### config.mk
export PLATFORM = sky130hd
export DESIGN_NAME = record_update_command_logic
export DESIGN_NICKNAME = d
export VERILOG_FILES = /design/src/record_update_pkg.sv /design/src/record_bank.sv /design/src/record_update_command_logic.sv
export SDC_FILE = /design/constraint.sdc
export NUM_CORES = 1
export LEC_CHECK = 0
export BUFFER_PORTS_ARGS = -buffer_cell sky130_fd_sc_hd__buf_4
export CAP_MARGIN = 25
export CORE_MARGIN = 1
export CORE_UTILIZATION = 33
export CTS_CLUSTER_SIZE = 8
export DETAILED_ROUTE_END_ITERATION = 10
export PLACE_DENSITY = 0.52
export SLEW_MARGIN = 10
export SYNTH_ARGS = -nofsm -noshare
export SYNTH_HDL_FRONTEND = slang
export SYNTH_SLANG_ARGS = --single-unit
### constraint.sdc
create_clock -name clk_i -period 42.3 [get_ports clk_i]
set_input_delay 8.46 -clock clk_i [delete_from_list [all_inputs] [get_ports clk_i]]
set_output_delay 8.46 -clock clk_i [all_outputs]
set_load 0.02 [all_outputs]
### src/record_update_pkg.sv
// shared constants, types and helpers for the record update command logic
// Overview of operation
// update overwrites one complete record
// command carries mode, number, length, data
// refuse with 6982 unless access satisfied
// cyclic files accept previous mode only
// current mode writes pointed record
// absolute mode writes numbered record, pointer kept
// next mode advances pointer, then writes
// next without pointer writes record one
// next at last record writes nothing
// previous mode steps pointer back, then writes
// previous without pointer writes last record
// linear previous at record one writes nothing
// cyclic previous overwrites oldest, renumbers it first
// failed command leaves pointer untouched; the code clears it when the command carried a valid short id
// terminal zeroes parameter byte for next/previous
// valid short id selects file, clears pointer
// success answers 90 00
// absolute beyond last record answers 6a 83
// file selection leaves pointer unset
package record_update_pkg;

   localparam int NUM_FILES = 4;
   localparam int FILE_W = 2;
   localparam int MAX_RECS = 4;
   localparam int PHYS_W = 2;
   localparam int SLOTS = NUM_FILES * MAX_RECS;
   localparam int SLOT_W = FILE_W + PHYS_W;
   localparam int REC_LEN = 4;
   localparam int REC_W = REC_LEN * 8;

   localparam logic [7:0] REC_LEN_B = 8'h04;
   localparam logic [7:0] REC_ONE = 8'h01;
   localparam logic [4:0] SFI_NONE = 5'h00;
   localparam logic [4:0] SFI_LAST = 5'h04;
   localparam logic [REC_W-1:0] REC_RESET = 32'hffffffff;

   // file 1 is cyclic, the others linear fixed
   localparam logic [NUM_FILES-1:0] FILE_CYCLIC = 4'h2;

   typedef logic [FILE_W-1:0] file_idx_t;
   typedef logic [PHYS_W-1:0] phys_idx_t;
   typedef logic [SLOT_W-1:0] slot_idx_t;
   typedef logic [REC_W-1:0] rec_t;

   typedef enum logic [1:0] {
      MODE_CURRENT = 2'h0,
      MODE_ABSOLUTE = 2'h1,
      MODE_NEXT = 2'h2,
      MODE_PREVIOUS = 2'h3
   } mode_t;

   typedef struct packed {
      logic [7:0] sw1;
      logic [7:0] sw2;
   } status_t;

   localparam status_t SW_OK = '{sw1: 8'h90, sw2: 8'h00};
   localparam status_t SW_SECURITY = '{sw1: 8'h69, sw2: 8'h82};
   localparam status_t SW_NOT_FOUND = '{sw1: 8'h6a, sw2: 8'h83};
   localparam status_t SW_STRUCTURE = '{sw1: 8'h69, sw2: 8'h81};
   localparam status_t SW_NO_FILE = '{sw1: 8'h69, sw2: 8'h86};
   localparam status_t SW_FILE_NOT_FOUND = '{sw1: 8'h6a, sw2: 8'h82};
   localparam status_t SW_WRONG_LENGTH = '{sw1: 8'h67, sw2: 8'h00};
   localparam status_t SW_IDLE = '{sw1: 8'h00, sw2: 8'h00};

   typedef struct packed {
      mode_t mode;
      logic [7:0] rec_num;
      logic [7:0] length;
      logic sfi_valid;
      logic [4:0] short_file_identifier;
      rec_t data;
   } cmd_t;

   typedef struct packed {
      logic en;
      slot_idx_t idx;
      rec_t data;
   } wr_t;

   // number of records held by each file
   function automatic logic [7:0] file_recs(input file_idx_t f);
      logic [7:0] n;
      case (f)
         2'h0: n = 8'h04;
         2'h1: n = 8'h04;
         2'h2: n = 8'h03;
         default: n = 8'h02;
      endcase
      return n;
   endfunction

   // logical record number (1-based) to storage slot, rotated by head for cyclic files
   function automatic slot_idx_t slot_of(input file_idx_t f, input phys_idx_t head,
                                          input logic [7:0] rec);
      logic [7:0] s;
      logic [7:0] n;
      n = file_recs(f);
      s = 8'(rec - REC_ONE);
      if (FILE_CYCLIC[f])
      begin
         s = 8'(s + 8'(head));
         if (s >= n)
         begin
            s = 8'(s - n);
         end
      end
      return {f, s[PHYS_W-1:0]};
   endfunction

endpackage

### src/record_bank.sv
// record storage: one flip-flop word per record slot, one write and one read port
`timescale 1ns/1ns
`default_nettype none
module record_bank (
   input wire logic clk_i,
   input wire logic reset_i,
   input wire record_update_pkg::wr_t wr_i,
   input wire record_update_pkg::slot_idx_t rd_idx_i,
   output logic [record_update_pkg::REC_W-1:0] rd_data_o
);

   typedef struct packed {
      record_update_pkg::rec_t [record_update_pkg::SLOTS-1:0] mem;
   } bank_t;

   bank_t s_q;
   bank_t s_d;

   always_comb
   begin
      s_d = s_q;
      if (wr_i.en)
      begin
         s_d.mem[wr_i.idx] = wr_i.data;
      end
   end

   always_ff @(posedge clk_i or posedge reset_i)
   begin
      if (reset_i)
      begin
         s_q <= '{mem: {record_update_pkg::SLOTS{record_update_pkg::REC_RESET}}};
      end
      else
      begin
         s_q <= s_d;
      end
   end

   assign rd_data_o = s_q.mem[rd_idx_i];

endmodule
`default_nettype wire

### src/record_update_command_logic.sv
// record update command engine with record pointer, cyclic rotation and status words
`timescale 1ns/1ns
`default_nettype none
module record_update_command_logic (
   input wire logic clk_i,
   input wire logic reset_i,
   input wire logic cmd_valid_i,
   input wire record_update_pkg::cmd_t cmd_i,
   input wire logic select_valid_i,
   input wire record_update_pkg::file_idx_t select_file_i,
   input wire logic [record_update_pkg::NUM_FILES-1:0] update_allowed_i,
   input wire logic rd_valid_i,
   input wire record_update_pkg::file_idx_t rd_file_i,
   input wire logic [7:0] rd_rec_i,
   output logic ready_o,
   output logic done_o,
   output record_update_pkg::status_t status_o,
   output logic file_valid_o,
   output record_update_pkg::file_idx_t cur_file_o,
   output logic ptr_set_o,
   output logic [7:0] rec_ptr_o,
   output logic rd_done_o,
   output logic rd_ok_o,
   output logic [record_update_pkg::REC_W-1:0] rd_data_o
);

   typedef enum logic [1:0] {
      ST_IDLE = 2'h0,
      ST_EXEC = 2'h1
   } state_t;

   typedef struct packed {
      state_t st;
      logic ready;
      logic done;
      record_update_pkg::status_t sw;
      record_update_pkg::cmd_t cmd;
      logic cur_valid;
      record_update_pkg::file_idx_t cur;
      logic ptr_set;
      logic [7:0] ptr;
      logic [record_update_pkg::NUM_FILES-1:0][record_update_pkg::PHYS_W-1:0] head;
      logic rd_done;
      logic rd_ok;
      record_update_pkg::rec_t rd_data;
   } core_t;

   localparam core_t CORE_RESET = '{
      st: ST_IDLE,
      ready: 1'b0,
      done: 1'b0,
      sw: record_update_pkg::SW_IDLE,
      cmd: '0,
      cur_valid: 1'b0,
      cur: '0,
      ptr_set: 1'b0,
      ptr: 8'h00,
      head: '0,
      rd_done: 1'b0,
      rd_ok: 1'b0,
      rd_data: '0
   };

   core_t s_q;
   core_t s_d;
   record_update_pkg::wr_t wr;
   record_update_pkg::slot_idx_t rd_idx;
   record_update_pkg::rec_t bank_rd_data;

   // working values of the command evaluation
   record_update_pkg::file_idx_t f;
   logic fvalid;
   logic set_w;
   logic [7:0] ptr_w;
   logic [7:0] n;
   logic cyc;
   logic ok;
   logic [7:0] tgt;
   logic [7:0] new_ptr;
   logic rotate;
   record_update_pkg::phys_idx_t oldest;
   record_update_pkg::slot_idx_t old_slot;
   record_update_pkg::status_t err;
   logic [7:0] rd_n;

   record_bank u_bank (
      .clk_i(clk_i),
      .reset_i(reset_i),
      .wr_i(wr),
      .rd_idx_i(rd_idx),
      .rd_data_o(bank_rd_data)
   );

   always_comb
   begin
      s_d = s_q;
      wr = '0;
      f = s_q.cur;
      fvalid = s_q.cur_valid;
      set_w = s_q.ptr_set;
      ptr_w = s_q.ptr;
      n = 8'h00;
      cyc = 1'b0;
      ok = 1'b0;
      tgt = 8'h00;
      new_ptr = s_q.ptr;
      rotate = 1'b0;
      oldest = '0;
      old_slot = '0;
      err = record_update_pkg::SW_OK;
      s_d.done = 1'b0;
      s_d.rd_done = 1'b0;

      // read port for checking stored contents, one cycle latency
      rd_n = record_update_pkg::file_recs(rd_file_i);
      rd_idx = record_update_pkg::slot_of(rd_file_i, s_q.head[rd_file_i], rd_rec_i);
      if (rd_valid_i)
      begin
         s_d.rd_done = 1'b1;
         s_d.rd_ok = (rd_rec_i >= record_update_pkg::REC_ONE) && (rd_rec_i <= rd_n);
         s_d.rd_data = s_d.rd_ok ? bank_rd_data : '0;
      end

      case (s_q.st)
         ST_IDLE:
         begin
            s_d.ready = 1'b1;
            if (cmd_valid_i)
            begin
               s_d.cmd = cmd_i;
               s_d.ready = 1'b0;
               s_d.st = ST_EXEC;
            end
            else if (select_valid_i)
            begin
               s_d.cur = select_file_i;
               s_d.cur_valid = 1'b1;
               s_d.ptr_set = 1'b0;
               s_d.ptr = 8'h00;
            end
         end
         ST_EXEC:
         begin
            // short file identifier selection happens before anything else
            if (s_q.cmd.sfi_valid)
            begin
               if ((s_q.cmd.short_file_identifier != record_update_pkg::SFI_NONE) &&
                   (s_q.cmd.short_file_identifier <= record_update_pkg::SFI_LAST))
               begin
                  f = record_update_pkg::FILE_W'(s_q.cmd.short_file_identifier - 5'h01);
                  fvalid = 1'b1;
                  set_w = 1'b0;
                  ptr_w = 8'h00;
               end
               else
               begin
                  err = record_update_pkg::SW_FILE_NOT_FOUND;
               end
            end
            new_ptr = ptr_w;
            n = record_update_pkg::file_recs(f);
            cyc = record_update_pkg::FILE_CYCLIC[f];
            old_slot = record_update_pkg::slot_of(f, s_q.head[f], n);
            oldest = old_slot[record_update_pkg::PHYS_W-1:0];

            if (err != record_update_pkg::SW_OK)
            begin
               ok = 1'b0;
            end
            else if (!fvalid)
            begin
               err = record_update_pkg::SW_NO_FILE;
            end
            else if (!update_allowed_i[f])
            begin
               err = record_update_pkg::SW_SECURITY;
            end
            else if (cyc && (s_q.cmd.mode != record_update_pkg::MODE_PREVIOUS))
            begin
               err = record_update_pkg::SW_STRUCTURE;
            end
            else if (s_q.cmd.length != record_update_pkg::REC_LEN_B)
            begin
               err = record_update_pkg::SW_WRONG_LENGTH;
            end
            else
            begin
               case (s_q.cmd.mode)
                  record_update_pkg::MODE_CURRENT:
                  begin
                     if (set_w)
                     begin
                        tgt = ptr_w;
                        ok = 1'b1;
                     end
                     else
                     begin
                        err = record_update_pkg::SW_NOT_FOUND;
                     end
                  end
                  record_update_pkg::MODE_ABSOLUTE:
                  begin
                     if ((s_q.cmd.rec_num >= record_update_pkg::REC_ONE) &&
                         (s_q.cmd.rec_num <= n))
                     begin
                        tgt = s_q.cmd.rec_num;
                        ok = 1'b1;
                     end
                     else
                     begin
                        err = record_update_pkg::SW_NOT_FOUND;
                     end
                  end
                  record_update_pkg::MODE_NEXT:
                  begin
                     // the record number byte is not looked at here
                     if (!set_w)
                     begin
                        tgt = record_update_pkg::REC_ONE;
                        new_ptr = record_update_pkg::REC_ONE;
                        ok = 1'b1;
                     end
                     else if (ptr_w == n)
                     begin
                        err = record_update_pkg::SW_NOT_FOUND;
                     end
                     else
                     begin
                        tgt = 8'(ptr_w + record_update_pkg::REC_ONE);
                        new_ptr = tgt;
                        ok = 1'b1;
                     end
                  end
                  record_update_pkg::MODE_PREVIOUS:
                  begin
                     if (cyc)
                     begin
                        tgt = n;
                        rotate = 1'b1;
                        new_ptr = record_update_pkg::REC_ONE;
                        ok = 1'b1;
                     end
                     else if (!set_w)
                     begin
                        tgt = n;
                        new_ptr = n;
                        ok = 1'b1;
                     end
                     else if (ptr_w == record_update_pkg::REC_ONE)
                     begin
                        err = record_update_pkg::SW_NOT_FOUND;
                     end
                     else
                     begin
                        tgt = 8'(ptr_w - record_update_pkg::REC_ONE);
                        new_ptr = tgt;
                        ok = 1'b1;
                     end
                  end
                  default:
                  begin
                     err = record_update_pkg::SW_NOT_FOUND;
                  end
               endcase
            end

            // file selection by short identifier persists even on failure
            s_d.cur = f;
            s_d.cur_valid = fvalid;
            s_d.ptr_set = set_w;
            s_d.ptr = ptr_w;
            if (ok)
            begin
               wr.en = 1'b1;
               wr.idx = record_update_pkg::slot_of(f, s_q.head[f], tgt);
               wr.data = s_q.cmd.data;
               // only the stepping modes move the pointer; current and absolute keep it
               if ((s_q.cmd.mode == record_update_pkg::MODE_NEXT) ||
                   (s_q.cmd.mode == record_update_pkg::MODE_PREVIOUS))
               begin
                  s_d.ptr_set = 1'b1;
                  s_d.ptr = new_ptr;
               end
               if (rotate)
               begin
                  s_d.head[f] = oldest;
               end
               s_d.sw = record_update_pkg::SW_OK;
            end
            else
            begin
               s_d.sw = err;
            end
            s_d.done = 1'b1;
            s_d.ready = 1'b1;
            s_d.st = ST_IDLE;
         end
         default:
         begin
            s_d.st = ST_IDLE;
            s_d.ready = 1'b1;
         end
      endcase
   end

   always_ff @(posedge clk_i or posedge reset_i)
   begin
      if (reset_i)
      begin
         s_q <= CORE_RESET;
      end
      else
      begin
         s_q <= s_d;
      end
   end

   assign ready_o = s_q.ready;
   assign done_o = s_q.done;
   assign status_o = s_q.sw;
   assign file_valid_o = s_q.cur_valid;
   assign cur_file_o = s_q.cur;
   assign ptr_set_o = s_q.ptr_set;
   assign rec_ptr_o = s_q.ptr;
   assign rd_done_o = s_q.rd_done;
   assign rd_ok_o = s_q.rd_ok;
   assign rd_data_o = s_q.rd_data;

endmodule
`default_nettype wire

[After elaboration in Yosys (flattened, before gate mapping)]
Cells that the tools add are included.
Word-level totals
  register bits: 642
  input bits: 77
  output and inout port bits: 64
  word-level logic and storage cells: 217
Cells by class
  add/sub/neg operators: 12
  $lt $le $gt $ge: 14
  equality and inequality tests: 16
  multiplexer cells: 119
  reductions and logical operators: 18
Operators by type and width (count)
  bitwise mux 512 bit: 1
  two-way mux 16 bit: 16
  two-way mux 8 bit: 30
  binary-select mux 32 bit (select 4 bit): 1
  demux 32 bit (select 4 bit): 1
  two-way mux 32 bit: 3
  two-way mux 37 bit: 2
  case mux 16 bit (4 select lines): 1
  two-way mux 17 bit: 2
  two-way mux 34 bit: 1
  case mux 8 bit (4 select lines): 1
  subtractor 8 x 1 -> 8 bit, second input constant: 4
  two-way mux 1 bit: 30
  two-way mux 2 bit: 13
  adder 8 x 2 -> 8 bit: 3
  two-way mux 12 bit: 2
  case mux 12 bit (2 select lines): 1
  greater-or-equal comparator 8 x 1 -> 1 bit, second input constant: 2
  greater-or-equal comparator 8 bit: 2
  != test 16 bit, second input constant: 1
  case mux 8 bit (2 select lines): 1
  case mux 3 bit (2 select lines): 2
  less-than comparator 4 x 5 -> 1 bit, second input constant: 2
  two-way mux 9 bit: 1
  other kinds (30): 56

[Logic depth before layout (Yosys ltp)]
Gate-level depths: netlist of the first run.
  word-level depth: 31
  gate-level depth with buffers: 34
  mapped depth without buffers: 30

[By module]
Synthesis of the first run repeated with hierarchy kept, for this count alone.
Second synthesis, totals
  cell total of the unflattened synthesis: 2310
  area total of the unflattened synthesis: 31677.9 um^2
By module, submodules not included
  record_bank: instances 1, cells each 1410, area each 23586.4 um^2, seq. area each 13452.9 um^2
  record_update_command_logic: instances 1, cells each 900, area each 8091.5 um^2, seq. area each 3052.9 um^2

[Least setup slack after synthesis of the first run]
Ideal clock, no wire load.
  path kind: input to register
  start: in rd_file_i[1]
  end: reg s_q (netlist bit rd_data_o[23])
  library setup time: 0.121 ns
  arrival time: 13.780 ns
  required time: 42.179 ns
  path slack: 28.399 ns
  cell stages on the path: 19
  buffers on the path: 4
  cell sequence: clkbuf_1 > buf_1 > mux4_2 > ha_1 > inv_1 > fa_1 > inv_1 > fa_1 > a21o_1 > a21oi_1 > nand3_1 > nor2_1 > a21oi_1 > a21oi_1 > buf_1 > buf_1 > mux4_2 > mux4_2 > a22o_1
Between the ends
  word-level cells in the longest chain between the ends: 9
  elaborated cells on any way between the ends: 19
  classes of those cells: 2 x add/sub; 2 x order compare; 2 x eq/ne; 10 x mux; 3 x reduce/logical
RTL lines
  start: declaration: line record_update_command_logic.sv:13  | input wire record_update_pkg::file_idx_t rd_file_i,
  binary-select mux 2 bit (select 2 bit) (tied with other cells): line record_update_command_logic.sv:116  | rd_idx = record_update_pkg::slot_of(rd_file_i, s_q.head[rd_file_i], rd_rec_i);
  two-way mux 2 bit (not written as such) or OR reduction 2 bit (tied branches)
  adder 8 x 2 -> 8 bit or case mux 3 bit (2 select lines) (tied branches): line record_update_pkg.sv:104, record_update_pkg.sv:86
  greater-or-equal comparator 8 x 3 -> 1 bit or subtractor 2 bit (tied branches): line record_update_pkg.sv:105, record_update_pkg.sv:107
  two-way mux 2 bit: line record_update_pkg.sv:105  | if (s >= n)
  two-way mux 2 bit: line record_update_pkg.sv:102  | if (FILE_CYCLIC[f])
  binary-select mux 32 bit (select 4 bit): line record_bank.sv:40  | assign rd_data_o = s_q.mem[rd_idx_i];
  two-way mux 32 bit (not written as such): line record_bank.sv:40
  two-way mux 32 bit (*): line record_update_command_logic.sv:121  | s_d.rd_data = s_d.rd_ok ? bank_rd_data : '0;
  end signal: assignment: line record_update_command_logic.sv:310  | s_q <= CORE_RESET;
  end signal: assignment: line record_update_command_logic.sv:314  | s_q <= s_d;
  end: declaration: line record_update_command_logic.sv:64  | core_t s_q;
Every way passes the cells marked *; elsewhere a longest branch is shown, timed or not. The select of a mux whose other input is x is not followed.
A chain may end at the register's enable or synchronous reset.

[Worst setup path after layout of the first run]
  start: in update_allowed_i[3] in the netlist's numbering
  end: reg u_bank.s_q[375] in the netlist's numbering
Between the ends
  word-level cells in the longest chain between the ends: 18
  elaborated cells on any way between the ends: 24
  classes of those cells: 3 x add/sub; 3 x order compare; 17 x mux; 1 x reduce/logical
RTL lines
  start: declaration: line record_update_command_logic.sv:11  | input wire logic [record_update_pkg::NUM_FILES-1:0] update_allowed_i,
  binary-select mux 1 bit (select 2 bit) (*): line record_update_command_logic.sv:174  | else if (!update_allowed_i[f])
  two-way mux 1 bit (not written as such) (*): line record_update_command_logic.sv:174
  two-way mux 8 bit: line record_update_command_logic.sv:174
  two-way mux 8 bit: line record_update_command_logic.sv:170  | else if (!fvalid)
  two-way mux 8 bit: line record_update_command_logic.sv:166  | if (err != record_update_pkg::SW_OK)
  two-way mux 8 bit: line record_update_command_logic.sv:124  | case (s_q.st)
  subtractor 8 x 1 -> 8 bit: line record_update_pkg.sv:101  | s = 8'(rec - REC_ONE);
  adder 8 x 2 -> 8 bit: line record_update_pkg.sv:104  | s = 8'(s + 8'(head));
  [... 2 more ...]
  two-way mux 2 bit: line record_update_pkg.sv:102
  two-way mux 37 bit (*): line record_update_command_logic.sv:272  | if (ok)
  two-way mux 37 bit (*): line record_update_command_logic.sv:124
  less-than comparator 4 x 5 -> 1 bit (not written as such) or greater-or-equal comparator 4 x 1 -> 1 bit (tied branches): line record_bank.sv:24  | s_d.mem[wr_i.idx] = wr_i.data;
  logical AND 1 bit (not written as such): line record_bank.sv:24
  two-way mux 32 bit (not written as such): line record_bank.sv:24
  demux 32 bit (select 4 bit)
  bitwise mux 512 bit: line record_bank.sv:24
  end signal: assignment: line record_bank.sv:32  | s_q <= '{mem: {record_update_pkg::SLOTS{record_update_pkg::REC_RESET}}};
  end: declaration: line record_bank.sv:16  | bank_t s_q;
Marks and branches as above.

==> flow_summary.json, run 1 <==
{
  "drive_above_1_share": 0.6790,
  "post-cts-setup-buffers": 0,
  "timing.hold.worst_path_depth": 0,
  "crit_path_end_kind": "register",
  "io_buffers": 136,
  "synth_area_per_cell_um2": 14.82,
  "drc": 0,
  "power.density_nw_per_um2": 40.44,
  "total_power_uw": 1448,
  "io_pins": 141,
  "clock_tree.root_cell": "clkbuf_16",
  "cts_buffers": 90,
  "synth.area.top_cells": "dfstp_2, mux2_2, mux4_2",
  "crit_fanout": 23,
  "first_pass_iters": 5,
  "synthDominantAreaCellType": "dfstp_2",
  "fillerInstances": 8817,
  "netlist-cell-type-count": 93,
  "timing.final.crit_share": 0.3320,
  "final.setup_skew_ps": 28.19,
  "tns_ps": 0,
  "maxCapViolations": 0,
  "min-delay-start": "s_q[41]",
  "grt_first_pass_wirelength_um": 127000,
  "drt-total-wl_um": 81960,
  "outcome": "finished, final reports clean",
  "yosys_warnings": 0,
  "finalHoldViolations": 0,
  "chip_height_um": 309.8,
  "timing.hold.worst_endpoint": "s_q[41]",
  "worstPathRequired_ps": 42850,
  "die_area_um2": 95980,
  "final_antenna_diode_count": 0,
  "max_freq_mhz": 71.20,
  "ys_top_cells_by_count": "dfstp_2, mux2_2, mux4_2",
  "cts_max_path_buffers": 3,
  "holdBufCountCts": 0,
  "drt-wirelength-per-cell_um": 23.67,
  "detailroute.via_count": 18161,
  "maxSlewHeadroom": 0.3070,
  "post-synth-top-count-cell": "dfstp_2",
  "first_global_vias": 19502,
  "r2r-end": "u_bank.s_q[375]",
  "antenna_violations_before_repair": 0,
  "tritoncts": "done",
  "initial_utilization": 0.3340,
  "power.leakage_uw": 0.01458,
  "final_antenna_net_count": 0,
  "netlist.area_leader.share": 0.4303,
  "multiInputGateArea_um2": 13580,
  "finalWorstPathRequiredPeriod_ps": 14050,
  "vias_cell": 5.244,
  "synthesis_stage_register_bit_count": 634,
  "finalNetCount": 2272,
  "grtUsageTotal": 0.1750,
  "clock_sink_count": 634,
  "sequential_cell_area_fraction_in_the_yosys_report": 0.5279,
  "worstSkewPairLatency_ps": 640,
  "rsz0062_at_grt": "false",
  "netlist_instances": 2109,
  "grt_start_max_net_pins": 129,
  "peakVddDrop_mv": 0.03145,
  "drt_iter0_markers": 992,
  "timing.final.max_slew_violations": 0,
  "worst-r2r-setup-slack_ps": 33230,
  "core.rowCount": 112,
  "origin_of_the_critical_flop_to_flop_path": "s_q[86]",
  "syn2layout_area_growth_pct": 14.51,
  "netlist_area_um2": 31260,
  "dp_hpwl_um": 46850,
  "overflow": 0,
  "post_cts_resize_count": 0,
  "worst_r2r_path_depth": 29,
  "crit_arrival_ps": 14600,
  "hold_path_class": "reg2reg",
  "synth_enable_flop_cells": 0,
  "synthFlopType": "dfstp_2",
  "worst_setup_hold_path_clk_slew_ps": 50,
  "fp.dieW_um": 309.8,
  "fp.coreArea_um2": 93610,
  "cts_htree_levels": 3,
  "setup_violations": 0,
  "critical_path.startpoint_type": "input port",
  "place.gp.congestion": 0.8366,
  "share_of_async_settable_or_async_resettable_flops_after_synthesis": 1.000,
  "slew_worst_pin_ps": 1040,
  "critPathKind": "in2reg",
  "ff_latch_area_um2": 16510
}
## sequential cells by signal, indices dropped and copies added (netlist names)
register      cells
cur_file_o        2
done_o            1
file_valid_o      1
ptr_set_o         1
rd_data_o        32
rd_done_o         1
rd_ok_o           1
ready_o           1
rec_ptr_o         8
s_q              65
status_o          9
u_bank.s_q      512
## through the flow
stage / cell area, um^2 / hold slack [ps] / cells / worst slack [ps] / util
after floorplan: 31280 / 444.4 / 2112 / 16930 / -
after global placement: 33140 / 384.8 / 3321 / 27630 / 0.3540
after detailed placement: 33140 / 384.5 / 3321 / 27620 / 0.3540
after CTS: 35730 / 399.6 / 3459 / 28290 / 0.3816
after global routing: 35800 / 419.6 / 3463 / 27980 / 0.3824
final: 35800 / 401.5 / 3463 / 28250 / 0.3824
## per-layer routing
metal	part of all wire	vias up	track usage	wire [um]
met2	0.48	364	0.2858	39440
met5	0	-	0	0
met4	0.020	0	0.04754	1633
li1	-	7884	-	-
met3	0.038	100	0.02446	3134
met1	0.46	9813	0.2429	37750
## worst max path at each step
stage / startpoint / end / slack [ps] / cells after the start
after floorplan: reset_i / cur_file_o[0] / 16930 / 1
after global placement: rd_file_i[0] / rd_data_o[26] / 27630 / 18
after detailed placement: update_allowed_i[3] / u_bank.s_q[380] / 27620 / 22
after CTS: update_allowed_i[3] / u_bank.s_q[365] / 28290 / 22
after global routing: update_allowed_i[3] / u_bank.s_q[380] / 27980 / 22
final: update_allowed_i[3] / u_bank.s_q[375] / 28250 / 22
## final cells by class
class                           count  area share
Clock inverter                      8    0.004369
Timing Repair Buffer              176     0.03851
Clock buffer                      130     0.06794
Multi-Input combinational cell   1216      0.3794
Inverter                           45    0.004928
Tap cell                         1254     0.04383
Sequential cell                   634      0.4610
## cells by family (layout without fill, tap and decap cells)
group	count (synthesis)	in the layout	synth area share
mux	745	745	0.3264
flops	634	634	0.5279
buf+inv	262	359	0.04178
simple gates	223	223	0.03786
compound gates	192	192	0.04546
fa+ha+maj	33	33	0.01433
xor+xnor	19	19	0.006163
other cells	1	4	0.0001199
## power by group
group	leakage (uW)	internal, uW	switching [uW]	total (uW)
Combinational	0.00651	50.6	79.9	130
Sequential	0.00682	621	28.8	650
Clock	0.00124	396	271	667
Total	0.0146	1070	380	1450
## layout by cell type (no fill, tap or decap), drive strengths merged, types with 29 or more instances in the layout
master,count
a21oi,29
a22o,41
buf,176
clkbuf,130
dfrtp,122
dfstp,512
inv,47
mux2,572
mux4,162
nand2,57
nor2,54
o21ai,42
## critical path, stage by stage
cell and delay, ps:
buf_4 80, nand3b_1 90, o311a_1 170, mux2i_1 130
a211o_1 400, or2_2 360, a31o_2 230, ha_1 340
fa_1 620, inv_1 70, ha_1 270, nand2_1 60
nand2_1 50, a21o_1 200, nor3b_1 200, nand4_1 130
nand3_1 140, o31a_1 370, mux2_2 480, nor3_4 710
buf_4 590, mux2_2 400
Note: power is estimated with default switching activity, not from simulation.
==> inputs of run 2 (changes only) <==
--- a/config.mk
+++ b/config.mk
@@ -11,7 +11,7 @@
 export CORE_UTILIZATION = 33
 export CTS_CLUSTER_SIZE = 8
 export DETAILED_ROUTE_END_ITERATION = 10
-export PLACE_DENSITY = 0.52
+export PLACE_DENSITY = 0.54
 export SLEW_MARGIN = 10
 export SYNTH_ARGS = -nofsm -noshare
 export SYNTH_HDL_FRONTEND = slang
==> constraint.sdc (replaced) <==
create_clock -name clk_i -period 12.3 [get_ports clk_i]
set_input_delay 2.46 -clock clk_i [delete_from_list [all_inputs] [get_ports clk_i]]
set_output_delay 2.46 -clock clk_i [all_outputs]
set_load 0.02 [all_outputs]
==> run 2 against run 1 <==
Die area did not move. Critical path depth rose by 7. Critical endpoint is now u_bank.s_q[487]. Cell count about the same. Worst setup slack worse by 25000 ps.
==> flow_summary.json, run 2 (synthesis results as in run 1) <==
{
  "final_antenna_diode_count": 0,
  "layout_commonest_cell": "dfstp_2",
  "worstPathRequired_ps": 12850,
  "syn2layout_area_growth_pct": 14.65,
  "post_cts_resize_count": 0,
  "hold_path_class": "reg2reg",
  "finish.cell_count_without_fillers": 3466,
  "tns_ps": 0,
  "worst_r2r_path_depth": 29,
  "switching_share": 0.2578,
  "place.detailed.instances": 3321,
  "power.density_nw_per_um2": 138.8,
  "slew_worst_pin_ps": 1049,
  "clock_tree.root_cell": "clkbuf_16",
  "cts_buffers": 90,
  "io_pins": 141,
  "crit_fanout": 17,
  "worst_setup_hold_path_clk_slew_ps": 50,
  "critPathKind": "reg2reg",
  "tritoncts": "done",
  "chip_height_um": 309.8,
  "crit_path_end_kind": "register",
  "drt-wirelength-per-cell_um": 23.07,
  "clock_power_share": 0.461,
  "timing.final.max_slew_violations": 0,
  "timing.hold.worst_endpoint": "s_q[35]",
  "drive_above_1_share": 0.6772,
  "grtUsageTotal": 0.1715,
  "fp.dieW_um": 309.8,
  "setup_violations": 0,
  "drt_iter0_markers": 1084,
  "clock_sink_count": 634,
  "antenna_violations_before_repair": 1,
  "dp_hpwl_um": 47510,
  "maxSlewHeadroom": 0.3005,
  "cts_max_path_buffers": 3,
  "fin_util": 0.3829,
  "registers.top_by_ff_count": "u_bank.s_q",
  "min-delay-start": "s_q[35]",
  "max_stage_delay_ps": 640,
  "vias_cell": 5.223,
  "detailroute.via_count": 18104,
  "worst-r2r-setup-slack_ps": 3690,
  "rsz0062_at_grt": "false",
  "p_seq_frac": 0.449,
  "maxCapViolations": 0,
  "critical_path.startpoint_type": "register",
  "final_antenna_net_count": 0,
  "grt_first_pass_wirelength_um": 125300,
  "number_of_flip_flops_in_the_largest_register": 512,
  "core.rowCount": 112,
  "most-common-layout-cells": "dfstp_2, mux2_2, buf_4",
  "post-cts-setup-buffers": 0,
  "drc": 0,
  "r2r-end": "u_bank.s_q[487]",
  "power.leakage_uw": 0.01458,
  "cell_internal_pwr_uw": 3691,
  "first_global_vias": 19754,
  "crit_arrival_ps": 9150,
  "overflow": 0,
  "finalWorstPathRequiredPeriod_ps": 8609,
  "holdBufCountCts": 0,
  "switchingPower_uw": 1282,
  "fp.coreArea_um2": 93610,
  "finalHoldViolations": 0,
  "total_power_uw": 4974,
  "initial_utilization": 0.3340,
  "timing.hold.worst_path_depth": 0,
  "die_area_um2": 95980,
  "final.setup_skew_ps": 26.06,
  "peakVddDrop_mv": 0.09764,
  "worstSkewPairLatency_ps": 640,
  "timing.final.ws_setup_ps": 3691,
  "origin_of_the_critical_flop_to_flop_path": "s_q[86]",
  "cts_htree_levels": 3,
  "io_buffers": 136,
  "timing.final.crit_share": 0.6999,
  "cpMaxStageDelayCell": "a21oi_1",
  "first_pass_iters": 5,
  "grt_start_max_net_pins": 170,
  "preCtsSetupSlack_ps": 3743,
  "power.combinational.fraction": 0.090,
  "finalNetCount": 2269,
  "drt-total-wl_um": 79980,
  "outcome": "finished, final reports clean",
  "max_freq_mhz": 116.2,
  "place.gp.congestion": 0.8558
}
run 2: layer usage:
layer,global-route usage,vias up,part of all wire
li1,-,7865,-
met1,0.2359,9705,0.45
met2,0.2725,406,0.47
met3,0.03320,126,0.050
met4,0.05373,2,0.023
met5,0,-,0.00016
run 2: power by group through the flow:
stage | clock network [uW] | registers [uW] | logic (uW)
floorplan | 0 | 2200 | 352
global placement | 0 | 2260 | 445
detailed placement | 0 | 2260 | 454
CTS | 2380 | 2230 | 455
global route | 2470 | 2250 | 492
finish | 2290 | 2230 | 446
run 2: final cells by class:
class | instances | area, um^2
repair buffers | 173 | 1401
inverters | 45 | 172.7
fillers | 8751 | 57760
well taps | 1254 | 1569
clock buffers | 137 | 2490
multi-input cells | 1216 | 13580
clock inverters | 7 | 125.1
flip-flops and latches | 634 | 16510
run 2: worst max path at each step:
stage	start	end
2_1_floorplan	reset_i	cur_file_o[0]
3_3_place_gp	s_q[86]	u_bank.s_q[14]
3_5_place_dp	s_q[86]	u_bank.s_q[27]
4_1_cts	s_q[86]	u_bank.s_q[484]
5_1_grt	s_q[86]	u_bank.s_q[483]
6_report	s_q[86]	u_bank.s_q[487]
run 2: worst max-delay path, delay by kind of cell, from the launching register on:
kind,cells,cell delay (ps)
AOI/OAI and AO/OA,7,2150
and+or+nand+nor,10,2040
adders and majority gates,5,1830
buffers and inverters,4,870
muxes,2,870
DFF,1,380
xor gates and xnor gates,1,350
run 2: through the flow:
step | hold WS (ps) | area [um^2]
3_5_place_dp | 385.4 | 33200
6_report | 400.4 | 35850
5_1_grt | 418.0 | 35850
2_1_floorplan | 444.4 | 31280
3_3_place_gp | 383.2 | 33160
4_1_cts | 403.8 | 35820
